===== src/design/opcd_params.svh =====
// Register map, field positions and reset values of the output pair divider
`ifndef OPCD_PARAMS_SVH
`define OPCD_PARAMS_SVH
// Register indices; byte address is four times the index
`define OPCD_IDX_DIV1_CYCLES 12'h193
`define OPCD_IDX_DIV1_CTRL 12'h194
`define OPCD_IDX_DIV1_ROUTE 12'h195
`define OPCD_IDX_DIV2_CYCLES 12'h196
`define OPCD_IDX_DIV2_CTRL 12'h197
`define OPCD_IDX_DIV2_ROUTE 12'h198
// Cycle count fields
`define OPCD_LOW_MSB 7
`define OPCD_LOW_LSB 4
`define OPCD_HIGH_MSB 3
`define OPCD_HIGH_LSB 0
// Control fields
`define OPCD_BYPASS_BIT 7
`define OPCD_IGNORE_BIT 6
`define OPCD_FORCE_BIT 5
`define OPCD_START_BIT 4
`define OPCD_PHASE_MSB 3
`define OPCD_PHASE_LSB 0
// Route fields
`define OPCD_DIRECT_BIT 1
`define OPCD_DUTY_CORRECTION_DISABLE_BIT 0
// Source select codes and bits
`define OPCD_SRC_OSC_DIRECT 2'h2
`define OPCD_SRC_EXT_DIRECT 2'h0
`define OPCD_SRC_OSC_BIT 1
`define OPCD_SRC_PRESC_BYP_BIT 0
// Reset values
`define OPCD_RST_DIV1_CYCLES 8'hBB
`define OPCD_RST_DIV2_CYCLES 8'h00
`define OPCD_RST_CTRL 8'h00
`define OPCD_RST_ROUTE 8'h00
// AXI responses
`define OPCD_RESP_OKAY 2'h0
`define OPCD_RESP_SLVERR 2'h2
`endif


===== src/design/opcd_pkg.sv =====
// Types shared by the output pair divider
package opcd_pkg;
    // Control register view
    typedef struct packed {
        logic bypass;
        logic ignore_align;
        logic force_high;
        logic start_high;
        logic [3:0] phase;
    } opcd_ctl_t;
    // Differential output pair
    typedef struct packed {
        logic out_a;
        logic out_b;
    } opcd_pair_t;
    // One-hot divider states
    typedef enum logic [3:0] {
        OPCD_HOLD = 4'h1,
        OPCD_PHASE = 4'h2,
        OPCD_HIGH = 4'h4,
        OPCD_LOW = 4'h8
    } opcd_state_t;
endpackage


===== src/design/opcd_top.sv =====
// Two output pair clock dividers with AXI4-Lite control registers
//
// Functional notes
// - Low phase lasts low field plus one
// - High phase lasts high field plus one
// - Bypass passes input clock to output
// - Divider 2 bypass resets to zero
// - Ignore bit makes channel skip alignment
// - Force bit sets static output level while held, or high with ignore bit
// - Force bit ignored while bypassed
// - Start bit picks initial output level
// - Four-bit phase offset, reset zero
// - Direct bit with 10b routes oscillator
// - Direct bit with 00b routes external clock
// - Select 01b keeps pair on divider
// - Correction on unless disable bit set
// - Divider 1 to pair B, 2 to C
// - Source select picks clock, prescaler bypass
// - Alignment holds channels, release restarts together
`timescale 1ns/1ps
`include "opcd_params.svh"
module opcd_top #(
    parameter int CH_N = 2,
    parameter int CNT_W = 4
) (
    input wire logic clk_sys,
    input wire logic rst,
    input wire logic [1:0] src_sel,
    input wire logic osc_clk_lvl,
    input wire logic ext_clk_lvl,
    input wire logic presc_clk_lvl,
    input wire logic align_hold,
    input wire logic [13:0] s_axi_awaddr,
    input wire logic s_axi_awvalid,
    output logic s_axi_awready,
    input wire logic [31:0] s_axi_wdata,
    input wire logic [3:0] s_axi_wstrb,
    input wire logic s_axi_wvalid,
    output logic s_axi_wready,
    output logic [1:0] s_axi_bresp,
    output logic s_axi_bvalid,
    input wire logic s_axi_bready,
    input wire logic [13:0] s_axi_araddr,
    input wire logic s_axi_arvalid,
    output logic s_axi_arready,
    output logic [31:0] s_axi_rdata,
    output logic [1:0] s_axi_rresp,
    output logic s_axi_rvalid,
    input wire logic s_axi_rready,
    output logic pair_b_output_a,
    output logic pair_b_output_b,
    output logic pair_c_output_a,
    output logic pair_c_output_b,
    output logic pair_b_dcc_en,
    output logic pair_c_dcc_en
);
    import opcd_pkg::*;

    // Per channel register copies
    logic [7:0] cyc_reg [CH_N];
    logic [7:0] ctl_reg [CH_N];
    logic [7:0] rte_reg [CH_N];
    // Register outputs of each channel
    opcd_pair_t pair_reg [CH_N];
    logic dcc_reg [CH_N];
    // Bus handshake state
    logic bvalid_reg;
    logic rvalid_reg;
    logic [1:0] bresp_reg;
    logic [1:0] rresp_reg;
    logic [31:0] rdata_reg;
    // Previous input levels for edge finding
    logic div_in_prev_reg;
    // Decoded write and read targets
    logic wr_fire;
    logic rd_fire;
    logic [11:0] wr_idx;
    logic [11:0] rd_idx;
    logic wr_hit;
    logic [1:0] wr_ch;
    logic [1:0] wr_kind;
    logic rd_hit;
    logic [7:0] rd_val;
    // Divider input clock and its rising edge
    logic sel_raw;
    logic div_in;
    logic in_tick;

    // Write taken when address and data both present
    assign wr_fire = s_axi_awvalid && s_axi_wvalid && !bvalid_reg;
    assign s_axi_awready = wr_fire;
    assign s_axi_wready = wr_fire;
    assign rd_fire = s_axi_arvalid && !rvalid_reg;
    assign s_axi_arready = rd_fire;
    assign wr_idx = s_axi_awaddr[13:2];
    assign rd_idx = s_axi_araddr[13:2];
    assign s_axi_bvalid = bvalid_reg;
    assign s_axi_bresp = bresp_reg;
    assign s_axi_rvalid = rvalid_reg;
    assign s_axi_rresp = rresp_reg;
    assign s_axi_rdata = rdata_reg;

    // Write address decode to channel and register kind
    always_comb begin
        wr_hit = 1'b1;
        wr_ch = 2'h0;
        wr_kind = 2'h0;
        case (wr_idx)
            `OPCD_IDX_DIV1_CYCLES: begin
                wr_kind = 2'h0;
            end
            `OPCD_IDX_DIV1_CTRL: begin
                wr_kind = 2'h1;
            end
            `OPCD_IDX_DIV1_ROUTE: begin
                wr_kind = 2'h2;
            end
            `OPCD_IDX_DIV2_CYCLES: begin
                wr_ch = 2'h1;
                wr_kind = 2'h0;
            end
            `OPCD_IDX_DIV2_CTRL: begin
                wr_ch = 2'h1;
                wr_kind = 2'h1;
            end
            `OPCD_IDX_DIV2_ROUTE: begin
                wr_ch = 2'h1;
                wr_kind = 2'h2;
            end
            default: begin
                wr_hit = 1'b0;
            end
        endcase
    end

    // Read mux; unused route bits read zero
    always_comb begin
        rd_hit = 1'b1;
        case (rd_idx)
            `OPCD_IDX_DIV1_CYCLES: rd_val = cyc_reg[0];
            `OPCD_IDX_DIV1_CTRL: rd_val = ctl_reg[0];
            `OPCD_IDX_DIV1_ROUTE: rd_val = rte_reg[0];
            `OPCD_IDX_DIV2_CYCLES: rd_val = cyc_reg[1];
            `OPCD_IDX_DIV2_CTRL: rd_val = ctl_reg[1];
            `OPCD_IDX_DIV2_ROUTE: rd_val = rte_reg[1];
            default: begin
                rd_val = 8'h00;
                rd_hit = 1'b0;
            end
        endcase
    end

    // Write response channel
    always_ff @(posedge clk_sys) begin
        if (rst) begin
            bvalid_reg <= 1'b0;
            bresp_reg <= `OPCD_RESP_OKAY;
        end else if (wr_fire) begin
            bvalid_reg <= 1'b1;
            bresp_reg <= wr_hit ? `OPCD_RESP_OKAY : `OPCD_RESP_SLVERR;
        end else if (s_axi_bready) begin
            bvalid_reg <= 1'b0;
        end
    end

    // Read data channel
    always_ff @(posedge clk_sys) begin
        if (rst) begin
            rvalid_reg <= 1'b0;
            rresp_reg <= `OPCD_RESP_OKAY;
            rdata_reg <= 32'h0000_0000;
        end else if (rd_fire) begin
            rvalid_reg <= 1'b1;
            rresp_reg <= rd_hit ? `OPCD_RESP_OKAY : `OPCD_RESP_SLVERR;
            rdata_reg <= {24'h00_0000, rd_val};
        end else if (s_axi_rready) begin
            rvalid_reg <= 1'b0;
        end
    end

    assign sel_raw = src_sel[`OPCD_SRC_OSC_BIT] ? osc_clk_lvl : ext_clk_lvl;
    assign div_in = src_sel[`OPCD_SRC_PRESC_BYP_BIT] ? sel_raw : presc_clk_lvl;
    assign in_tick = div_in && !div_in_prev_reg;

    // Input level history
    always_ff @(posedge clk_sys) begin
        if (rst) begin
            div_in_prev_reg <= 1'b0;
        end else begin
            div_in_prev_reg <= div_in;
        end
    end

    // One divider per channel
    for (genvar c = 0; c < CH_N; c++) begin : g_ch
        opcd_ctl_t ctl;
        opcd_state_t state_reg;
        logic [CNT_W-1:0] cnt_reg;
        logic [CNT_W-1:0] hi_cnt;
        logic [CNT_W-1:0] lo_cnt;
        logic held;
        logic div_lvl;
        logic out_lvl;
        logic direct;
        logic wr_me;

        assign ctl = opcd_ctl_t'(ctl_reg[c]);
        assign hi_cnt = cyc_reg[c][`OPCD_HIGH_MSB:`OPCD_HIGH_LSB];
        assign lo_cnt = cyc_reg[c][`OPCD_LOW_MSB:`OPCD_LOW_LSB];
        assign wr_me = wr_fire && wr_hit && s_axi_wstrb[0] && (wr_ch == 2'(c));
        assign held = align_hold && !ctl.ignore_align;

        // Register storage for this channel
        always_ff @(posedge clk_sys) begin
            if (rst) begin
                // Divider 2 bypass and counts reset to zero
                cyc_reg[c] <= (c == 0) ? `OPCD_RST_DIV1_CYCLES : `OPCD_RST_DIV2_CYCLES;
                ctl_reg[c] <= `OPCD_RST_CTRL;
                rte_reg[c] <= `OPCD_RST_ROUTE;
            end else if (wr_me) begin
                if (wr_kind == 2'h0) begin
                    cyc_reg[c] <= s_axi_wdata[7:0];
                end else if (wr_kind == 2'h1) begin
                    ctl_reg[c] <= s_axi_wdata[7:0];
                end else begin
                    rte_reg[c] <= {6'h00, s_axi_wdata[1:0]};
                end
            end
        end

        // Divider phase sequencer
        always_ff @(posedge clk_sys) begin
            if (rst) begin
                state_reg <= OPCD_HOLD;
                cnt_reg <= '0;
            end else if (ctl.bypass || held || (ctl.ignore_align && ctl.force_high)) begin
                state_reg <= OPCD_HOLD;
                cnt_reg <= ctl.phase;
            end else if (state_reg == OPCD_HOLD) begin
                // Restart at start level after phase delay
                if (ctl.phase != '0) begin
                    state_reg <= OPCD_PHASE;
                    cnt_reg <= ctl.phase - 1'b1;
                end else begin
                    state_reg <= ctl.start_high ? OPCD_HIGH : OPCD_LOW;
                    cnt_reg <= ctl.start_high ? hi_cnt : lo_cnt;
                end
            end else if (in_tick) begin
                case (state_reg)
                    OPCD_PHASE: begin
                        if (cnt_reg == '0) begin
                            state_reg <= ctl.start_high ? OPCD_HIGH : OPCD_LOW;
                            cnt_reg <= ctl.start_high ? hi_cnt : lo_cnt;
                        end else begin
                            cnt_reg <= cnt_reg - 1'b1;
                        end
                    end
                    // High phase of high field plus one
                    OPCD_HIGH: begin
                        if (cnt_reg == '0) begin
                            state_reg <= OPCD_LOW;
                            cnt_reg <= lo_cnt;
                        end else begin
                            cnt_reg <= cnt_reg - 1'b1;
                        end
                    end
                    // Low phase of low field plus one
                    OPCD_LOW: begin
                        if (cnt_reg == '0) begin
                            state_reg <= OPCD_HIGH;
                            cnt_reg <= hi_cnt;
                        end else begin
                            cnt_reg <= cnt_reg - 1'b1;
                        end
                    end
                    default: begin
                        state_reg <= OPCD_HOLD;
                    end
                endcase
            end
        end

        // Divider output level selection
        always_comb begin
            if (ctl.bypass) begin
                div_lvl = div_in;
            end else if (held || (ctl.ignore_align && ctl.force_high)) begin
                div_lvl = ctl.force_high;
            end else if (state_reg == OPCD_HIGH) begin
                div_lvl = 1'b1;
            end else if (state_reg == OPCD_LOW) begin
                div_lvl = 1'b0;
            end else begin
                div_lvl = ctl.start_high;
            end
        end

        assign direct = rte_reg[c][`OPCD_DIRECT_BIT] &&
                        ((src_sel == `OPCD_SRC_OSC_DIRECT) || (src_sel == `OPCD_SRC_EXT_DIRECT));
        assign out_lvl = !direct ? div_lvl :
                         (src_sel == `OPCD_SRC_OSC_DIRECT) ? osc_clk_lvl : ext_clk_lvl;

        // Registered pair and correction enable
        always_ff @(posedge clk_sys) begin
            if (rst) begin
                pair_reg[c] <= '{out_a: 1'b0, out_b: 1'b1};
                dcc_reg[c] <= 1'b1;
            end else begin
                pair_reg[c] <= '{out_a: out_lvl, out_b: !out_lvl};
                dcc_reg[c] <= !rte_reg[c][`OPCD_DUTY_CORRECTION_DISABLE_BIT];
            end
        end
    end

    // Divider 1 feeds pair B, divider 2 pair C
    assign pair_b_output_a = pair_reg[0].out_a;
    assign pair_b_output_b = pair_reg[0].out_b;
    assign pair_c_output_a = pair_reg[1].out_a;
    assign pair_c_output_b = pair_reg[1].out_b;
    assign pair_b_dcc_en = dcc_reg[0];
    assign pair_c_dcc_en = dcc_reg[1];
endmodule


===== config.mk =====
export PLATFORM = sky130hd
export DESIGN_NAME = opcd_top
export DESIGN_NICKNAME = d
export VERILOG_FILES = /design/src/design/opcd_pkg.sv /design/src/design/opcd_top.sv
export VERILOG_INCLUDE_DIRS = /design/src /design/src/design
export SDC_FILE = /design/constraint.sdc
export NUM_CORES = 1
export LEC_CHECK = 0
export BUFFER_PORTS_ARGS = -buffer_cell sky130_fd_sc_hd__buf_4
export CAP_MARGIN = 20
export CELL_PAD_IN_SITES_DETAIL_PLACEMENT = 1
export CELL_PAD_IN_SITES_GLOBAL_PLACEMENT = 1
export CORE_MARGIN = 2
export CORE_UTILIZATION = 36
export CTS_CLUSTER_DIAMETER = 80
export DETAILED_ROUTE_END_ITERATION = 8
export PLACE_DENSITY_LB_ADDON = 0.1
export SYNTH_ARGS = -nofsm -noshare
export SYNTH_HDL_FRONTEND = slang
export SYNTH_SLANG_ARGS = --single-unit

===== constraint.sdc =====
create_clock -name clk_sys -period 2.5 [get_ports clk_sys]
set_input_delay 0.5 -clock clk_sys [delete_from_list [all_inputs] [get_ports clk_sys]]
set_output_delay 0.5 -clock clk_sys [all_outputs]
set_load 0.01 [all_outputs]

### Word-level counts from Yosys, hierarchy flattened

Memory sizes are Yosys's and may differ from the RTL's.
Index checks and enable logic that the tools add are counted.

* bits of input ports: 77
* bits in registers: 31
* memory bits (writable): 42
* output and inout bits: 47
* logic and storage cells: 208
* memories: 5

* bitwise operators: 10
* multiplexer cells: 94
* reductions and logical operators: 56
* add/sub/neg operators: 4
* equality and inequality tests: 29

Memory list
* ctl_reg: depth 2, bits a word 8, read ports 2, clocked after Yosys merged registers in 0, write ports 2, RTL line opcd_top.sv:61 `logic [7:0] ctl_reg [CH_N];`
* cyc_reg: depth 2, bits a word 8, read ports 2, clocked after Yosys merged registers in 0, write ports 2, RTL line opcd_top.sv:60 `logic [7:0] cyc_reg [CH_N];`
* pair_reg: depth 2, bits a word 2, read ports 2, clocked after Yosys merged registers in 0, write ports 2, RTL line opcd_top.sv:64 `opcd_pair_t pair_reg [CH_N];`
* rte_reg: depth 2, bits a word 2, read ports 2, clocked after Yosys merged registers in 0, write ports 2, RTL line opcd_top.sv:62 `logic [7:0] rte_reg [CH_N];`
* dcc_reg: depth 2, bits a word 1, read ports 2, clocked after Yosys merged registers in 0, write ports 2, RTL line opcd_top.sv:65 `logic dcc_reg [CH_N];`

Operator list (number)
* 12-bit by 9-bit equality test with 1-bit output (second input constant): 12
* 4-bit two-way mux: 30
* 1-bit two-way mux: 48
* 4-bit one-hot mux with 3 select lines: 4
* 8-bit one-hot mux with 6 select lines: 1
* 8-bit two-way mux: 4
* 3-bit inequality test (second input constant): 6
* 4-bit by 1-bit subtractor with 4-bit output (second input constant): 4
* 1-bit logical AND: 14
* 2-bit two-way mux: 6
* 6-bit OR reduction: 2
* 1-bit bitwise OR: 10
* 5-bit nonzero test: 2
* 1-bit logical NOT: 9
* 4-bit by 1-bit equality test with 1-bit output (second input constant): 2
* 4-bit by 2-bit equality test with 1-bit output (second input constant): 2
* 4-bit by 3-bit equality test with 1-bit output (second input constant): 2
* 4-bit equality test (second input constant): 2
* 4-bit logical NOT: 2
* 4-bit AND reduction: 2
* 2-bit nonzero test: 4
* 4-bit nonzero test: 2
* 2-bit OR reduction: 4
* 1-bit logical OR: 7
* 7 further kinds: 12

### Depth between registers and ports, before layout

Gate-level depths: netlist (run 1).

* depth in word-level cells: 10
* mapped depth: 8
* gate-level depth less buffers: 7

### Worst setup path before layout (run 1)

No wires, ideal clock.

* path type: input to register
* from: input s_axi_awaddr[11]
* to: memory ctl_reg[1][0] (enable)
* setup slack: -0.140 ns
* data required time: 2.125 ns
* cell stages on the path: 4
* library setup time: 0.375 ns
* data arrival time: 2.266 ns
* buffers on the path: 0
* path through: nor4b_1 > nand2_4 > or4_4 > o21bai_1

RTL lines
* start: declaration: RTL line opcd_top.sv:33 `input wire logic [13:0] s_axi_awaddr,`
* end: declaration: RTL line opcd_top.sv:61

### Worst setup path after layout (run 1)

* from: register g_ch[0].state_reg[3]
* to: register g_ch[0].cnt_reg[2]

* longest elaborated chain between the ends: 5
* elaborated cells between the ends (all ways): 11
* those cells by class: 4 x eq/ne; 4 x mux; 3 x reduce/logical

Ends and longest elaborated chain
* start: declaration: RTL line opcd_top.sv:197 `opcd_state_t state_reg;`
* start signal: assignment: RTL line opcd_top.sv:245 `state_reg <= ctl.start_high ? OPCD_HIGH : OPCD_LOW;`
* start signal: assignment: RTL line opcd_top.sv:252 `state_reg <= ctl.start_high ? OPCD_HIGH : OPCD_LOW;`
* 4-bit equality test (tied with other cells): RTL line opcd_top.sv:249 `case (state_reg)`
* 4-bit one-hot mux with 3 select lines: RTL line opcd_top.sv:249
* 4-bit two-way mux: RTL line opcd_top.sv:248 `end else if (in_tick) begin`
* 4-bit two-way mux: RTL line opcd_top.sv:239 `end else if (state_reg == OPCD_HOLD) begin`
* 4-bit two-way mux: RTL line opcd_top.sv:236 `end else if (ctl.bypass || held || (ctl.ignore_align && ctl.force_high)) begin`
* end signal: assignment: RTL line opcd_top.sv:238 `cnt_reg <= ctl.phase;`
* end signal: assignment: RTL line opcd_top.sv:243 `cnt_reg <= ctl.phase - 1'b1;`
* end signal: assignment: RTL line opcd_top.sv:253 `cnt_reg <= ctl.start_high ? hi_cnt : lo_cnt;`
* end: declaration: RTL line opcd_top.sv:198 `logic [CNT_W-1:0] cnt_reg;`

Several ways; a longest one is shown, not always the timed one. The select of a mux whose other input is x is not followed.
A chain may end at the register's enable or synchronous reset.

==> flow_summary.ini, run 1 <==
[logic_synthesis]
synth.ff_latch_count = 71
synthCells = 492
yosys_warnings = 0
synth.cell_area_sq_um = 4668
synth-edff-count = 36
synthFlopType = edfxtp_1
synth_async_sr_flop_share_pct = 0
synthDistinctLibCells = 83
avgSynthCellArea_sq_um = 9.488
ys_seq_area_share_pct = 38.17

[sta]
finalHoldViolCount = 0
relSlewSlack_pct = 60.92
rsz0062_at_grt = no
fmaxAchievable_mhz = 451.9
skew_ns = 0.007974
setup_ws_ns = 0.2871
drv_slew = 0
period_share_pct = 88.51
setup_viol = 0
worst_pin_slew_ns = 0.5699
fin_crit_ns = 2.213

[route]
wl_per_cell_um = 17.91
vias_per_cell = 5.381
vias = 4041
routed_wl_um = 13450
ant_nets = 0
drc_errors = 0
first_iter_violations = 255
drt_first_pass_iters = 4

[global_routing]
grt_pass1_vias = 4143
grt_first_pass_wirelength_um = 21880
grt_antenna_before_repair = 0
grt-ovfl-total = 0
grt_use_total_pct = 19.97
grt_max_degree = 35

[worst_setup_path]
crit_slowest_cell = or4b_1
path_max_fanout = 9
reg2reg_slack_ns = 0.29
cp_cell_sequence = buf_4, or4b_1, o211a_1, or3_1, a32o_1, a221o_1
start_kind = register
required_ns = 2.73
critPathCaptureType = register
cp.arrival_ns = 2.44
slowest_delay_ns = 0.49
worst-setup-path-type = reg2reg

[floorplanning]
die_h_um = 117.9
num_io_pins = 124
die_w_um = 117.9
die-area_sq_um = 13890
rows = 41
initial_core_util_pct = 36.99
core_area_sq_um = 12620

[clock_network]
cts_hold_buffers = 0
cts_resized = 0
cts_num_sinks = 71
clock-root-buffer = clkbuf_16
htreeDepth = 3
clk_pin_slew_ns = 0.06
cts_buffer_depth = 2
cts_made_buffers = 9
insertion_delay_ns = 0.34
cts_tree = built
cts_setup_buffers = 0

[power_and_ir_drop]
leakage_nw = 2.250
irDropWorstVdd_mv = 0.2949
finalPower_mw = 3.007
power_density_nw_per_um2 = 532.1

[run]
maxCapViolCount = 0

[outcome]
run_status = completed

[place]
pre_cts_ws_ns = -0.03880
port_buffers = 66
place_hpwl_um = 10350
gp_congestion = 0.8141
placed_area_sq_um = 5394

[layout]
drive_gt1_share_pct = 25.04
utilization_pct = 44.78
areaGrowthSynthToFinish_pct = 21.07
nets = 655
nFillCells = 1515
antenna_cells = 0
final_area_sq_um = 5652

[min_path]
hp-class = in2reg
[cell usage after synthesis, drive strengths merged, types with 4 or more instances]
cell	instances	share of area (%)
edfxtp	36	23
dfxtp	35	15
and2	31	4.2
buf	30	4.6
a21oi	29	3.1
nor2	28	2.3
nand2	26	2.3
o21ai	25	2.7
clkbuf	18	1.7
mux2	16	3.9
nand2b	16	2.1
inv	14	1.1
nor3	14	2.0
nor2b	13	1.7
mux2i	12	2.6
nor3b	11	2.1
a22oi	9	1.4
a211oi	7	1.1
a21o	7	1.2
a22o	6	1.1
and3	6	0.80
nor4b	6	1.4
o31ai	6	0.96
or3	6	0.80
nand3	5	0.54
a211o	4	0.75
ha	4	1.1
or3b	4	0.80
[critical path, delay by kind of cell, from the launching register on]
family / cells / cell delay, ns
AND/OR/NAND/NOR: 2 / 0.82
AO/OA/AOI/OAI: 3 / 0.73
flip-flops: 1 / 0.37
buffers and inverters: 1 / 0.19
[worst paths after layout]
check,from,end,depth (start not counted)
max,g_ch[0].state_reg[3],g_ch[0].cnt_reg[2],6
min,s_axi_rready,s_axi_rvalid,3
max reg2reg,g_ch[0].state_reg[3],g_ch[0].cnt_reg[2],6
min reg2reg,rte_reg[0][0],dcc_reg[0],1
[placed cells by master (no fill, tap or decap), types with 3 or more instances in the layout]
cell / Yosys / layout
a22oi_1: 9 / 9
xor2_1: 3 / 3
conb_1: 1 / 26
and2_1: 31 / 31
a221o_1: 3 / 3
and3_1: 6 / 6
a22o_1: 6 / 6
ha_1: 4 / 4
nor4b_1: 5 / 5
a211oi_1: 7 / 7
a311oi_1: 3 / 3
nor3b_1: 9 / 9
inv_1: 14 / 14
nand3_1: 5 / 5
dfxtp_1: 35 / 35
mux2i_1: 12 / 12
a21oi_1: 29 / 29
o21ai_0: 25 / 25
edfxtp_1: 36 / 36
nand2_1: 25 / 25
clkbuf_16: 0 / 9
or3_1: 6 / 6
nor2_1: 28 / 28
a31oi_1: 3 / 3
o31ai_1: 6 / 6
a211o_1: 4 / 4
mux2_2: 15 / 15
and4_1: 3 / 3
a21o_1: 6 / 6
nor2b_1: 13 / 13
buf_4: 27 / 94
nand2b_1: 16 / 16
nor3_1: 12 / 12
[metal layers]
metal	up-vias	share of wire, %	global-route usage (%)
met2	72	49	33.76
met1	1994	46	25.85
met3	16	3.1	3.295
li1	1959	-	-
met5	-	0	0
met4	0	1.7	6.852
[cells by family (layout without fill, tap and decap cells)]
group           count (synthesis)  count (layout)  share of synthesized area, %
compound gates                132             132                         19.73
xor+xnor                        4               4                        0.7506
fa+ha+maj                       4               4                         1.072
buf+inv                        63             125                         7.826
flops                          71              71                         38.17
mux                            30              30                         7.478
other cells                     1              26                       0.08033
simple gates                  187             187                         24.90
[cell type report]
cell class / count / area, sq um / share of cell area, %
Multi-Input combinational cell: 383 / 2619 / 46.34
Clock buffer: 11 / 232.7 / 4.118
Sequential cell: 71 / 1782 / 31.53
Inverter: 14 / 52.55 / 0.9298
Timing Repair Buffer: 95 / 725.7 / 12.84
Clock inverter: 5 / 25.02 / 0.4428
Tap cell: 172 / 215.2 / 3.808
[where the power goes]
group | switching (mW) | internal [mW] | leakage (nW)
clock | 0.493 | 0.661 | 0.124
combinational | 0.279 | 0.246 | 1.47
sequential | 0.0596 | 1.27 | 0.659
[through the flow]
| step | TNS [ns] | std cells | hold WS, ns |
|---|---|---|---|
| 2_1_floorplan | 0 | 517 | 0.4143 |
| 3_3_place_gp | -0.1166 | 735 | 0.4438 |
| 3_5_place_dp | -0.5906 | 735 | 0.4556 |
| 4_1_cts | 0 | 751 | 0.4333 |
| 5_1_grt | 0 | 751 | 0.4509 |
| 6_report | 0 | 751 | 0.4444 |
(Power assumes the default switching activity.)
==> inputs of run 2 (changes only) <==
--- a/config.mk
+++ b/config.mk
@@ -11,7 +11,7 @@
 export CELL_PAD_IN_SITES_DETAIL_PLACEMENT = 1
 export CELL_PAD_IN_SITES_GLOBAL_PLACEMENT = 1
 export CORE_MARGIN = 2
-export CORE_UTILIZATION = 36
+export CORE_UTILIZATION = 40
 export CTS_CLUSTER_DIAMETER = 80
 export DETAILED_ROUTE_END_ITERATION = 8
 export PLACE_DENSITY_LB_ADDON = 0.1
==> constraint.sdc (replaced) <==
create_clock -name clk_sys -period 2.4 [get_ports clk_sys]
set_input_delay 0.48 -clock clk_sys [delete_from_list [all_inputs] [get_ports clk_sys]]
set_output_delay 0.48 -clock clk_sys [all_outputs]
set_load 0.01 [all_outputs]
==> flow_summary.ini, run 2 (synthesized netlist as in run 1, its figures left out) <==
[clock_network]
cts_resized = 0
cts_setup_buffers = 0
clock-root-buffer = clkbuf_16
clk_pin_slew_ns = 0.06
cts_num_sinks = 71
insertion_delay_ns = 0.34
cts_hold_buffers = 0
htreeDepth = 3
cts_made_buffers = 9
cts_tree = built
cts_buffer_depth = 2

[layout]
final_area_sq_um = 5718
regArea_sq_um = 1783
utilization_pct = 50.08
multi_input_area_sq_um = 2638
final_cell_mix = 99 x buf_4, 36 x edfxtp_1, 34 x dfxtp_1, 31 x and2_1
nFillCells = 1311
areaGrowthSynthToFinish_pct = 22.49
instances_no_fill = 728
drive_gt1_share_pct = 26.15
nets = 661
final_common_cell = buf_4
antenna_cells = 0

[power_and_ir_drop]
switching_share_pct = 26.49
internal_power_mw = 2.388
seq_power_share_pct = 42.6
power_density_nw_per_um2 = 568.0
finalPower_mw = 3.248
combPwrFrac_pct = 17.2
clockPowerShare_pct = 40.2
p_switching_mw = 0.8605
leakage_nw = 2.296
irDropWorstVdd_mv = 0.4602

[worst_setup_path]
path_max_fanout = 15
required_ns = 2.63
worst-setup-path-type = reg2reg
critPathCaptureType = register
cp.arrival_ns = 2.48
reg2reg_slack_ns = 0.14
start_kind = register

[sta]
relSlewSlack_pct = 40.94
rsz0062_at_grt = no
period_share_pct = 93.99
fin_crit_ns = 2.256
finalHoldViolCount = 0
setup_viol = 0
fmaxAchievable_mhz = 443.3
skew_ns = 0.008526
drv_slew = 0
worst_pin_slew_ns = 0.8784

[place]
dpl.cell_count = 712
gp_congestion = 0.8442
placed_area_sq_um = 5429
port_buffers = 66
place_hpwl_um = 10340

[route]
vias_per_cell = 5.541
drc_errors = 0
drt_first_pass_iters = 4
ant_nets = 0
routed_wl_um = 13380
first_iter_violations = 196
wl_per_cell_um = 18.37
vias = 4034

[run]
maxCapViolCount = 0

[floorplanning]
initial_core_util_pct = 40.88
die-area_sq_um = 12550
die_w_um = 112.0
die_h_um = 112.0
num_io_pins = 124
core_area_sq_um = 11420
rows = 39

[global_routing]
grt-ovfl-total = 0
grt_first_pass_wirelength_um = 21550
grt_pass1_vias = 4150
grt_antenna_before_repair = 0
grt_max_degree = 35
grt_use_total_pct = 21.96

[outcome]
run_status = completed

[min_path]
hp-class = in2reg
run 2: path summary, 6_finish.rpt:
check,from,cells past startpoint,end
setup / recovery,g_ch[0].state_reg[3],5,g_ch[0].cnt_reg[1]
hold / removal,s_axi_rready,3,s_axi_rvalid
setup reg to reg,g_ch[0].state_reg[3],5,g_ch[0].cnt_reg[1]
hold reg to reg,rte_reg[0][0],1,dcc_reg[0]
run 2: layout make-up:
class / count / area share [%]
Clock buffer: 12 / 4.136
Clock inverter: 4 / 0.8096
Inverter: 14 / 0.9190
Multi-Input combinational cell: 383 / 46.13
Sequential cell: 71 / 31.18
Tap cell: 143 / 3.129
Timing Repair Buffer: 101 / 13.70
run 2: per-layer routing:
metal  global-route usage, %  vias up  wire (um)  share of wire, %
met2                   36.57       72       6666                50
met1                   28.79     1971       6113                46
li1                        -     1976          -                 -
met5                       0        -          0                 0
met3                   4.104       15        370               2.8
met4                   7.886        0        225               1.7
run 2: worst max-delay path, stage by stage (launching register included):
cell	delay, ns
dfxtp_1	0.57
nor2b_1	0.14
nor2b_1	0.16
o31ai_1	0.74
a21oi_2	0.20
a221o_1	0.32
run 2: per-stage QoR:
stage               setup slack [ns]  hold slack, ns  setup TNS, ns
floorplan                    0.08007          0.4143              0
global placement            -0.09057          0.4421         -2.223
detailed placement           -0.1439          0.4523         -4.316
CTS                          0.09094          0.3943              0
global route                0.001719          0.4091              0
finish                        0.1441          0.4060              0
run 2: power by group through the flow:
stage / clock, mW / combinational, mW / sequential [mW]
2_1_floorplan: 0 / 0.377 / 1.38
3_3_place_gp: 0 / 0.536 / 1.40
3_5_place_dp: 0 / 0.555 / 1.41
4_1_cts: 1.33 / 0.558 / 1.38
5_1_grt: 1.39 / 0.615 / 1.39
6_report: 1.31 / 0.560 / 1.38
